### src/include/pth_irq_pkg.sv
package pth_irq_pkg;

  // ----------------------------------------------------------------
  // Register indexes (byte address = 4 * index)
  // ----------------------------------------------------------------
  localparam logic [7:0] IDX_CTRL   = 8'h20;
  localparam logic [7:0] IDX_SOURCE = 8'h25;
  localparam logic [7:0] IDX_CLEAR  = 8'h26;
  localparam logic [7:0] IDX_ENABLE = 8'h27;
  localparam logic [7:0] IDX_NONE   = 8'hff;

  // ----------------------------------------------------------------
  // Field positions
  // ----------------------------------------------------------------
  localparam int CTRL_W        = 5;
  localparam int SRC_W         = 2;
  localparam int SRC_LOW_BIT   = 0;
  localparam int SRC_HIGH_BIT  = 1;
  localparam int SRC_ACT_BIT   = 2;
  localparam int IDX_LSB       = 2;
  localparam int IDX_MSB       = 9;

  // ----------------------------------------------------------------
  // Reset values and the bus transfer code
  // ----------------------------------------------------------------
  localparam logic [CTRL_W-1:0] CTRL_RST   = 5'h00;
  localparam logic [SRC_W-1:0]  SRC_RST    = 2'h0;
  localparam logic [SRC_W-1:0]  ENABLE_RST = 2'h3;
  localparam logic [1:0]        HTRANS_NSQ = 2'h2;

  // ----------------------------------------------------------------
  // Carriers
  // ----------------------------------------------------------------
  typedef struct packed {
    logic autozero_reset;
    logic high_pressure_irq_enable;
    logic low_pressure_irq_enable;
    logic irq_latch_select;
    logic irq_master_enable;
  } ctrl_s;

  typedef struct packed {
    logic high;
    logic low;
  } src_s;

  typedef struct packed {
    ctrl_s       ctrl;
    src_s        src;
    logic [1:0]  irq_en;
    logic        irq;
    logic        dp_wr;
    logic [7:0]  dp_idx;
    logic [31:0] hrdata;
    logic        hreadyout;
    logic        hresp;
  } state_s;

endpackage

### src/pressure_threshold_irq_cfg.sv
// The implementer's own choices: the register addresses and register access over AHB-Lite.
`timescale 1ns/1ps

// Functional notes
// - No pressure interrupt request while master enable is 0.
// - Latch select 1 holds requests in the source register; 0 passes them live.
// - Low enable 1 requests on pressure below threshold; 0 suppresses it.
// - High enable 1 requests on pressure above threshold; 0 suppresses it.
// - Writing 1 to autozero reset resets autozero; 0 keeps normal operation.
// - All control bits reset to zero: interrupts disabled and unlatched.
module pressure_threshold_irq_cfg
  import pth_irq_pkg::*;
(
  input  wire logic        hclk,
  input  wire logic        hresetn,
  input  wire logic        hsel,
  input  wire logic [31:0] haddr,
  input  wire logic [1:0]  htrans,
  input  wire logic        hwrite,
  input  wire logic [2:0]  hsize,
  input  wire logic [31:0] hwdata,
  input  wire logic        hready,
  output logic             hreadyout,
  output logic             hresp,
  output logic [31:0]      hrdata,
  input  wire logic        press_low,
  input  wire logic        press_high,
  output logic             irq,
  output logic             autozero_reset
);

  // ----------------------------------------------------------------
  // State
  // ----------------------------------------------------------------
  state_s      s_reg;
  state_s      s_next;
  logic        ctrl_wr;
  logic        clr_wr;
  logic        en_wr;
  logic        ev_low;
  logic        ev_high;
  logic [7:0]  a_idx;
  logic [31:0] rd_val;

  // ----------------------------------------------------------------
  // Next state
  // ----------------------------------------------------------------
  always_comb begin
    s_next  = s_reg;
    ctrl_wr = s_reg.dp_wr && (s_reg.dp_idx == IDX_CTRL);
    clr_wr  = s_reg.dp_wr && (s_reg.dp_idx == IDX_CLEAR);
    en_wr   = s_reg.dp_wr && (s_reg.dp_idx == IDX_ENABLE);
    rd_val  = 32'h0000_0000;
    a_idx   = IDX_NONE;

    // Self clearing, so a single write gives a one-cycle reset
    s_next.ctrl.autozero_reset = 1'b0;
    if (ctrl_wr) begin
      s_next.ctrl = ctrl_s'(hwdata[CTRL_W-1:0]);
    end
    if (en_wr) begin
      s_next.irq_en = hwdata[SRC_W-1:0];
    end

    // Gated by the control bits before the edge
    ev_low  = s_reg.ctrl.irq_master_enable && s_reg.ctrl.low_pressure_irq_enable && press_low;
    ev_high = s_reg.ctrl.irq_master_enable && s_reg.ctrl.high_pressure_irq_enable && press_high;

    // Set wins over a clear in the same cycle
    s_next.src.low  = ev_low | (s_reg.ctrl.irq_latch_select & s_reg.src.low
                      & ~(clr_wr & hwdata[SRC_LOW_BIT]));
    s_next.src.high = ev_high | (s_reg.ctrl.irq_latch_select & s_reg.src.high
                      & ~(clr_wr & hwdata[SRC_HIGH_BIT]));

    s_next.irq = s_next.ctrl.irq_master_enable && ((s_next.src & s_next.irq_en) != 2'h0);

    // Address phase; reads use post-write values to avoid a stale read after a write
    s_next.dp_wr = 1'b0;
    if (hsel && hready && (htrans == HTRANS_NSQ || htrans == 2'h3)) begin
      if (haddr[31:IDX_MSB+1] == '0) begin
        a_idx = haddr[IDX_MSB:IDX_LSB];
      end
      s_next.dp_wr  = hwrite;
      s_next.dp_idx = a_idx;
      if (!hwrite) begin
        unique case (a_idx)
          IDX_CTRL:   rd_val[CTRL_W-1:0] = s_next.ctrl;
          IDX_SOURCE: begin
            rd_val[SRC_W-1:0]   = s_next.src;
            rd_val[SRC_ACT_BIT] = s_next.src != 2'h0;
          end
          IDX_ENABLE: rd_val[SRC_W-1:0] = s_next.irq_en;
          default:    rd_val = 32'h0000_0000;
        endcase
        s_next.hrdata = rd_val;
      end
    end
    s_next.hreadyout = 1'b1;
    s_next.hresp     = 1'b0;
  end

  // ----------------------------------------------------------------
  // Registers
  // ----------------------------------------------------------------
  always_ff @(posedge hclk or negedge hresetn) begin
    if (!hresetn) begin
      s_reg.ctrl      <= ctrl_s'(CTRL_RST);
      s_reg.src       <= src_s'(SRC_RST);
      s_reg.irq_en    <= ENABLE_RST;
      s_reg.irq       <= 1'b0;
      s_reg.dp_wr     <= 1'b0;
      s_reg.dp_idx    <= IDX_NONE;
      s_reg.hrdata    <= 32'h0000_0000;
      s_reg.hreadyout <= 1'b1;
      s_reg.hresp     <= 1'b0;
    end else begin
      s_reg <= s_next;
    end
  end

  assign hreadyout      = s_reg.hreadyout;
  assign hresp          = s_reg.hresp;
  assign hrdata         = s_reg.hrdata;
  assign irq            = s_reg.irq;
  assign autozero_reset = s_reg.ctrl.autozero_reset;
endmodule // pressure_threshold_irq_cfg

### config.mk
export PLATFORM = sky130hd
export DESIGN_NAME = pressure_threshold_irq_cfg
export DESIGN_NICKNAME = d
export VERILOG_FILES = /design/src/include/pth_irq_pkg.sv /design/src/pressure_threshold_irq_cfg.sv
export SDC_FILE = /design/constraint.sdc
export NUM_CORES = 1
export LEC_CHECK = 0
export ABC_CLOCK_PERIOD_IN_PS = 6480
export BUFFER_PORTS_ARGS = -buffer_cell sky130_fd_sc_hd__buf_2
export CAP_MARGIN = 40
export CORE_UTILIZATION = 43
export CTS_BUF_LIST = sky130_fd_sc_hd__clkbuf_16
export DETAILED_ROUTE_END_ITERATION = 10
export PLACE_DENSITY_LB_ADDON = 0.25
export SLEW_MARGIN = 20
export SYNTH_ARGS = -nofsm -noshare
export SYNTH_HDL_FRONTEND = slang
export SYNTH_SLANG_ARGS = --single-unit
### constraint.sdc
create_clock -name hclk -period 6.48 [get_ports hclk]
set_clock_uncertainty 0.2 [all_clocks]
set_input_delay 1.296 -clock hclk [delete_from_list [all_inputs] [get_ports hclk]]
set_output_delay 1.296 -clock hclk [all_outputs]
set_load 0.05 [all_outputs]
# Yosys cells after proc, flatten, opt, wreduce, memory -nomap -nowiden
# Cells that the tools add are included.
# totals
ff_bits	24
latchBits	0
mem_bits_rw	0
romBits	0
in_bits	76
output_inout_bits	36
n_memories	0
# op_classes
add_sub_neg	0
mul	0
div	0
order_cmp	0
eq_ne	8
n_shift	0
muxes	9
bitwise_logic	12
n_reduce_logical	15
# ops
op	count
$eq 8x6->1 const B	6
$mux 41	1
$logic_not 22->1	1
$mux 8	2
$logic_and 1x1->1	10
$mux 5	2
$and 1x1->1	6
$pmux 2 s3	1
$eq 2x2->1 const B	2
$mux 2	2
$reduce_bool 2->1	2
$not 1->1	3
$and 2x2->2	1
$or 1x1->1	2
$pmux 1 s2	1
$reduce_and 2->1	1
$logic_or 1x1->1	1

# Logic depth before layout (Yosys ltp)
# Gate-level depths: netlist (run 1).
# logic_depth
depth_word	10
ltp_mapped	7
depth_no_buf	5

# Least setup slack after synthesis (run 1)
# Ideal clock, no wire load.
# synth_path
path_kind	input-to-reg
start	input haddr[11]
end	register, netlist name hrdata[2]
setup_time_ns	0.065
arrival_ns	2.559
setup_slack_ns	3.656
stages	5
n_path_buf	0
cell_sequence	nor4_2 > nand4_1 > or4_4 > a211oi_2 > a211o_1
# synth_between
elab_chain_len	5
# synth_rtl
element	line	source
start: declaration	pressure_threshold_irq_cfg.sv:17	input wire logic [31:0] haddr,
$logic_not 22->1 (*)	pressure_threshold_irq_cfg.sv:80	if (haddr[31:IDX_MSB+1] == '0) begin
$mux 8 (*)	pressure_threshold_irq_cfg.sv:80	
$mux 8 (*)	pressure_threshold_irq_cfg.sv:79	if (hsel && hready && (htrans == HTRANS_NSQ || htrans == 2'h3)) begin
$eq 8x6->1	pressure_threshold_irq_cfg.sv:86	unique case (a_idx)
$pmux 1 s2 (*)	pressure_threshold_irq_cfg.sv:86	
# Mark *: on every way between the ends. The rest lies on a longest branch, timed or not. The select of a mux whose other input is x is not followed.
# A chain may end at the register's enable or synchronous reset.

# Final worst setup path (run 1)
# layout_path
start	input htrans[1]
end	register, netlist name hrdata[2]
# layout_between
elab_chain_len	4
# layout_rtl
element	line	source
start: declaration	pressure_threshold_irq_cfg.sv:18	input wire logic [1:0] htrans,
$eq 2x2->1	pressure_threshold_irq_cfg.sv:79	
$logic_or 1x1->1 (*)	pressure_threshold_irq_cfg.sv:79	
$logic_and 1x1->1 (*)	pressure_threshold_irq_cfg.sv:79	
$reduce_and 2->1 (no line) (*)	--	
# Mark *: on every way between the ends. The rest lies on a longest branch, timed or not.

==> impl_metrics.env, run 1 <==
export IMPL_routed_via_density=4.66
export IMPL_status="finished, final reports clean"
export IMPL_n_antenna_cell=0
export IMPL_worstMarginPinSlew_ns=0.594
export IMPL_min_period_ns=2.97
export IMPL_cts_tree="done"
export IMPL_synth_xor_area_share_pct=0
export IMPL_post_cts_setup_buffers=0
export IMPL_final_setup_viol_count=0
export IMPL_rows=21
export IMPL_grt_overflow=0
export IMPL_grt_max_degree=25
export IMPL_insertion_delay_ns=0.25
export IMPL_grt_antenna_before_repair=0
export IMPL_first_pass_iters=6
export IMPL_cp_top_family="simple AND/OR/NAND/NOR gates"
export IMPL_setup_tns_final_ns=0
export IMPL_dp_slack_ns=3.26
export IMPL_whs_path_depth=2
export IMPL_grt_usage_pct=16.1
export IMPL_final_max_slew_viol_count=0
export IMPL_start_util_pct=44.9
export IMPL_hold_buffers=0
export IMPL_clock_path_buffers=2
export IMPL_crit_buf_inv=1
export IMPL_rsz0062_at_grt="no"
export IMPL_cp_arrival_ns=2.96
export IMPL_worstSetupPathType="input port to register"
export IMPL_hold_class="register to register"
export IMPL_timing_hold_ws_ns=0.308
export IMPL_cts_sinks=24
export IMPL_syn_to_final_growth_pct=12.5
export IMPL_clockRootBuffer="clkbuf_16"
export IMPL_path_depth=6
export IMPL_vdd_drop_max_mv=0.112
export IMPL_final_cells=243
export IMPL_io_buffers=49
export IMPL_cp_slowest_cell="and3_1"
export IMPL_drc=0
export IMPL_power_leakage_uw=0.000848
export IMPL_hold_viol=0
export IMPL_clkTransAtPathRegs_ns=0.06
export IMPL_synth_fa_ha_area_share_pct=0
export IMPL_die_area_sq_um=3730
export IMPL_power_density_nw_per_um2=204
export IMPL_num_io_pins=112
export IMPL_fin_crit_sh_pct=45.8
export IMPL_drv_cap=0
export IMPL_post_drt_wl_per_cell_um=11.7
export IMPL_die_w_um=61.0
export IMPL_slowest_delay_ns=0.54
export IMPL_r2r_cells=5
export IMPL_relSlewSlack_pct=60.4
export IMPL_placed_cells_incl_taps=239
export IMPL_ys_ff_latch=24
export IMPL_grt_pass1_wl_mm=4.29
export IMPL_fin_util_pct=50.5
export IMPL_required_ns=6.47
export IMPL_first_iter_violations=33
export IMPL_syn_area_per_cell_sq_um=9.61
export IMPL_synth_mux_area_fraction_pct=5.76
export IMPL_grt_pass1_vias=936
export IMPL_syn_cell_area_sq_um=1500
export IMPL_crit_path_end_kind="register"
export IMPL_largest_reg_flops=17
export IMPL_path_cells="buf_2 > and3_1 > nand2b_4 > or4_4 > a211oi_2 > a211o_1"
export IMPL_ys_types=38
export IMPL_yosys_warnings=0
export IMPL_final_antenna_net_count=0
export IMPL_num_nets_final=274
export IMPL_die_y_um=61.0
export IMPL_vias=1133
export IMPL_hpwl_mm=2.35
export IMPL_crit_path_max_fanout=18
export IMPL_drive_gt1_share_pct=38.1
export IMPL_globalplace_congestion=0.800
export IMPL_synth_compound_area_share_pct=8.35
export IMPL_synth_simple_gate_area_share_pct=23.5
export IMPL_post_cts_resized=0
export IMPL_startpoint_type="input port"
export IMPL_yosysSeqAreaShare_pct=40.9
export IMPL_fin_ws_ns=3.51
export IMPL_coreArea_sq_um=3340
export IMPL_clock_fmax_mhz=337
export IMPL_synth_cells=156
export IMPL_htree_levels=1
export IMPL_wl_mm=2.85
export IMPL_nFillCells=341
export IMPL_cts_made_buffers=3
export IMPL_synth_top_family_by_area="simple AND/OR/NAND/NOR gates"
[Yosys cell counts, drive strengths merged]
cell     number  share of area (%)
nand4b        1               0.58
a22o          1               0.58
a211o         1               0.58
nand3         5                1.7
nor4bb        1               0.67
nor4          8                5.0
inv           5                1.3
buf          37                 19
and4b         1               0.67
nor2         20                5.0
nand4bb       1               0.75
o22a          1               0.58
or4           2                1.3
or2           1               0.42
nand2         6                1.5
o21ai         3                1.0
mux2          5                3.8
a22oi         1               0.50
a21oi         8                2.7
nand2b        1               0.92
and2          3                1.3
or3           1               0.42
a2bb2oi       1               0.58
nor3          3                1.0
o21a          2                1.0
nor4b         2                1.2
mux2i         3                2.0
and3          2               0.83
conb          2               0.50
dfrtp        14                 23
a211oi        1               0.83
nand4         1               0.42
dfstp        10                 18
clkbuf        2               0.50
[worst reg2reg max path, stage by stage, from the launching register on]
cell,delay (ns)
dfstp_2,0.54
nor4bb_1,0.40
and4b_1,0.40
mux2_2,0.39
a22oi_1,0.15
o21ai_0,0.10
[logic make-up (layout without fill, tap and decap cells)]
logic type | after synthesis | count (layout)
AOI/OAI and AO/OA | 19 | 19
buffers and inverters | 44 | 58
DFF | 24 | 24
muxes | 8 | 8
other | 2 | 29
and+or+nand+nor | 59 | 59
[metrics by stage]
stage | cell area [sq um] | power, uW
floorplan | 1600 | 212
CTS | 1690 | 347
global route | 1690 | 358
detailed placement | 1610 | 216
global placement | 1610 | 215
finish | 1690 | 344
[path summary, 6_finish.rpt]
check                                 startpoint                     to  slack [ns]
min in group asynchronous                hresetn    s_reg[49]$_DFF_PN0_        0.82
setup / recovery                       htrans[1]  hrdata[2]$_DFFE_PN0P_        3.51
max in group asynchronous                hresetn  s_reg[39]$_DFFE_PN1P_        4.89
hold / removal             s_reg[38]$_DFFE_PN1P_  s_reg[38]$_DFFE_PN1P_        0.31
setup reg to reg           s_reg[39]$_DFFE_PN1P_  hrdata[1]$_DFFE_PN0P_        4.19
hold reg to reg            s_reg[38]$_DFFE_PN1P_  s_reg[38]$_DFFE_PN1P_        0.31
[power breakdown]
group / switching [uW] / total [uW] / internal [uW]
Sequential: 0.435 / 152 / 152
Clock: 47.8 / 130 / 82.2
Combinational: 49.3 / 61.6 / 12.4
Total: 97.5 / 344 / 246
[metal layers]
metal | wire length, um | share of wire, % | up-vias | track usage (%)
met5 | 0 | 0 | - | 0
met4 | 8 | 0.28 | 0 | 3.90
met3 | 152 | 5.3 | 2 | 3.36
met2 | 1370 | 48 | 47 | 25.9
met1 | 1320 | 46 | 526 | 22.1
li1 | - | - | 558 | -
[area by class of cell]
type                            instances  area, sq um  share of cell area (%)
Multi-Input combinational cell        115          673                    39.9
Sequential cell                        24          613                    36.4
Timing Repair Buffer                   49          245                    14.5
Clock buffer                            3         75.1                    4.45
Tap cell                               46         57.6                    3.41
Inverter                                5         18.8                    1.11
Clock inverter                          1         3.75                   0.223
[cell usage in the layout, fill, tap and decap left out, drive strengths merged, types with 2 or more instances in the layout]
| cell type | instances |
|---|---|
| mux2 | 5 |
| clkbuf | 3 |
| conb | 29 |
| o21a | 2 |
| nor4 | 8 |
| buf | 49 |
| nand3 | 5 |
| dfrtp | 14 |
| o21ai | 3 |
| and2 | 3 |
| nand2 | 6 |
| inv | 5 |
| mux2i | 3 |
| nor2 | 20 |
| or4 | 2 |
| and3 | 2 |
| dfstp | 10 |
| a21oi | 8 |
| nor4b | 2 |
| nor3 | 3 |
Power figures use the tool's default switching activity.
==> run 2: changes to the inputs <==
--- a/config.mk
+++ b/config.mk
@@ -5,10 +5,10 @@
 export SDC_FILE = /design/constraint.sdc
 export NUM_CORES = 1
 export LEC_CHECK = 0
-export ABC_CLOCK_PERIOD_IN_PS = 6480
+export ABC_CLOCK_PERIOD_IN_PS = 2700
 export BUFFER_PORTS_ARGS = -buffer_cell sky130_fd_sc_hd__buf_2
 export CAP_MARGIN = 40
-export CORE_UTILIZATION = 43
+export CORE_UTILIZATION = 36
 export CTS_BUF_LIST = sky130_fd_sc_hd__clkbuf_16
 export DETAILED_ROUTE_END_ITERATION = 10
 export PLACE_DENSITY_LB_ADDON = 0.25
==> constraint.sdc (replaced) <==
create_clock -name hclk -period 2.7 [get_ports hclk]
set_clock_uncertainty 0.2 [all_clocks]
set_input_delay 0.54 -clock hclk [delete_from_list [all_inputs] [get_ports hclk]]
set_output_delay 0.54 -clock hclk [all_outputs]
set_load 0.05 [all_outputs]
==> run 2 against run 1 <==
Compared with the run above: sequential cell count unchanged; non-clock buffer count increased by 1; global-route usage decreased by 1.6 points; combinational power increased by 140%.
==> impl_metrics.env, run 2 (synthesis results as in run 1) <==
export IMPL_status="finished, final reports clean"
export IMPL_setup_tns_final_ns=0
export IMPL_switchingPower_uw=234
export IMPL_intPower_uw=592
export IMPL_fin_crit_sh_pct=87.5
export IMPL_relSlewSlack_pct=62.3
export IMPL_timing_rr_start="s_reg[39]$_DFFE_PN1P_"
export IMPL_hold_class="input port to async pin"
export IMPL_power_frac_comb_pct=17.9
export IMPL_placed_area_sq_um=1620
export IMPL_clockRootBuffer="clkbuf_16"
export IMPL_grt_antenna_before_repair=0
export IMPL_hold_viol=0
export IMPL_drc=0
export IMPL_crit_path_end_kind="register"
export IMPL_required_ns=2.63
export IMPL_post_cts_setup_buffers=0
export IMPL_grt_pass1_wl_mm=4.75
export IMPL_first_pass_iters=3
export IMPL_rows=23
export IMPL_grt_max_degree=25
export IMPL_final_cell_mix="buf_2, conb_1, nor2_1, dfrtp_1, dfstp_2"
export IMPL_post_cts_resized=0
export IMPL_n_antenna_cell=0
export IMPL_regToRegSetupSlack_ns=0.34
export IMPL_io_buffers=49
export IMPL_globalplace_congestion=0.755
export IMPL_placed_cells_incl_taps=244
export IMPL_hpwl_mm=2.28
export IMPL_clock_path_buffers=2
export IMPL_fin_ws_ns=0.338
export IMPL_routed_via_density=4.54
export IMPL_final_antenna_net_count=0
export IMPL_first_iter_violations=36
export IMPL_cts_tree="done"
export IMPL_vias=1126
export IMPL_wl_mm=2.83
export IMPL_cts_made_buffers=3
export IMPL_r2r_cells=5
export IMPL_htree_levels=1
export IMPL_clkTransAtPathRegs_ns=0.06
export IMPL_post_drt_wl_per_cell_um=11.4
export IMPL_largest_reg_flops=17
export IMPL_power_leakage_uw=0.000857
export IMPL_clock_fmax_mhz=423
export IMPL_cp_arrival_ns=2.29
export IMPL_insertion_delay_ns=0.25
export IMPL_startpoint_type="register"
export IMPL_die_y_um=66.5
export IMPL_switching_share_pct=28.4
export IMPL_rsz0062_at_grt="no"
export IMPL_die_area_sq_um=4430
export IMPL_vdd_drop_max_mv=0.219
export IMPL_final_setup_viol_count=0
export IMPL_seq_power_share_pct=44.2
export IMPL_syn_to_final_growth_pct=13.4
export IMPL_worstMarginPinSlew_ns=0.561
export IMPL_start_util_pct=37.5
export IMPL_hold_buffers=0
export IMPL_design_area_sq_um=1700
export IMPL_final_cells=248
export IMPL_power_density_nw_per_um2=486
export IMPL_drive_gt1_share_pct=38.4
export IMPL_cts_sinks=24
export IMPL_final_max_slew_viol_count=0
export IMPL_layout_commonest_cell="buf_2"
export IMPL_clkPwrFrac_pct=37.9
export IMPL_crit_path_max_fanout=4
export IMPL_worstSetupPathType="register to register"
export IMPL_min_period_ns=2.36
export IMPL_drv_cap=0
export IMPL_die_w_um=66.5
export IMPL_dp_slack_ns=0.319
export IMPL_timing_hold_ws_ns=0.0639
export IMPL_num_io_pins=112
export IMPL_coreArea_sq_um=4000
export IMPL_rr_endpoint="hrdata[0]$_DFFE_PN0P_"
export IMPL_grt_overflow=0
export IMPL_grt_usage_pct=14.5
export IMPL_num_nets_final=275
export IMPL_grt_pass1_vias=1087
==> run 2: through the flow <==
step	power (uW)	utilization [%]
after floorplan	509	-
after global placement	519	40.5
after detailed placement	520	40.5
after CTS	837	42.5
after global routing	862	42.5
final	827	42.5
==> run 2: how the worst max path moves through the flow <==
stage	from	endpoint	slack, ns
after floorplan	haddr[11]	hrdata[2]$_DFFE_PN0P_	0.63
after global routing	s_reg[39]$_DFFE_PN1P_	hrdata[1]$_DFFE_PN0P_	0.20
final	s_reg[39]$_DFFE_PN1P_	hrdata[0]$_DFFE_PN0P_	0.34
after global placement	haddr[26]	hrdata[2]$_DFFE_PN0P_	0.36
after CTS	s_reg[39]$_DFFE_PN1P_	hrdata[0]$_DFFE_PN0P_	0.37
after detailed placement	haddr[26]	hrdata[2]$_DFFE_PN0P_	0.32
==> run 2: worst max-delay path: stages, from the launching register on <==
cell and delay (ns):
dfstp_2 0.54, nor4bb_1 0.47, and4b_1 0.40, mux2i_1 0.35, a2bb2oi_1 0.19, o21ai_0 0.09
==> run 2: area by class of cell <==
class,instances,area [sq um]
Fill cell,415,2300
Multi-Input combinational cell,115,673
Sequential cell,24,613
Timing Repair Buffer,50,253
Clock buffer,3,75.1
Tap cell,50,62.6
Inverter,5,18.8
Clock inverter,1,3.75
==> run 2: layer usage <==
layer	vias to the layer above	share of wire, %	global-route usage (%)
met2	49	48	25.0
met1	514	45	18.1
met5	-	0	0
met4	0	0.96	5.59
met3	2	5.8	2.23
li1	561	-	-
==> run 2: power groups by stage <==
stage	clock network [uW]	logic, uW	registers (uW)
global route	337	159	365
detailed placement	0	148	371
CTS	324	148	365
global placement	0	148	371
floorplan	0	137	371
finish	313	148	365
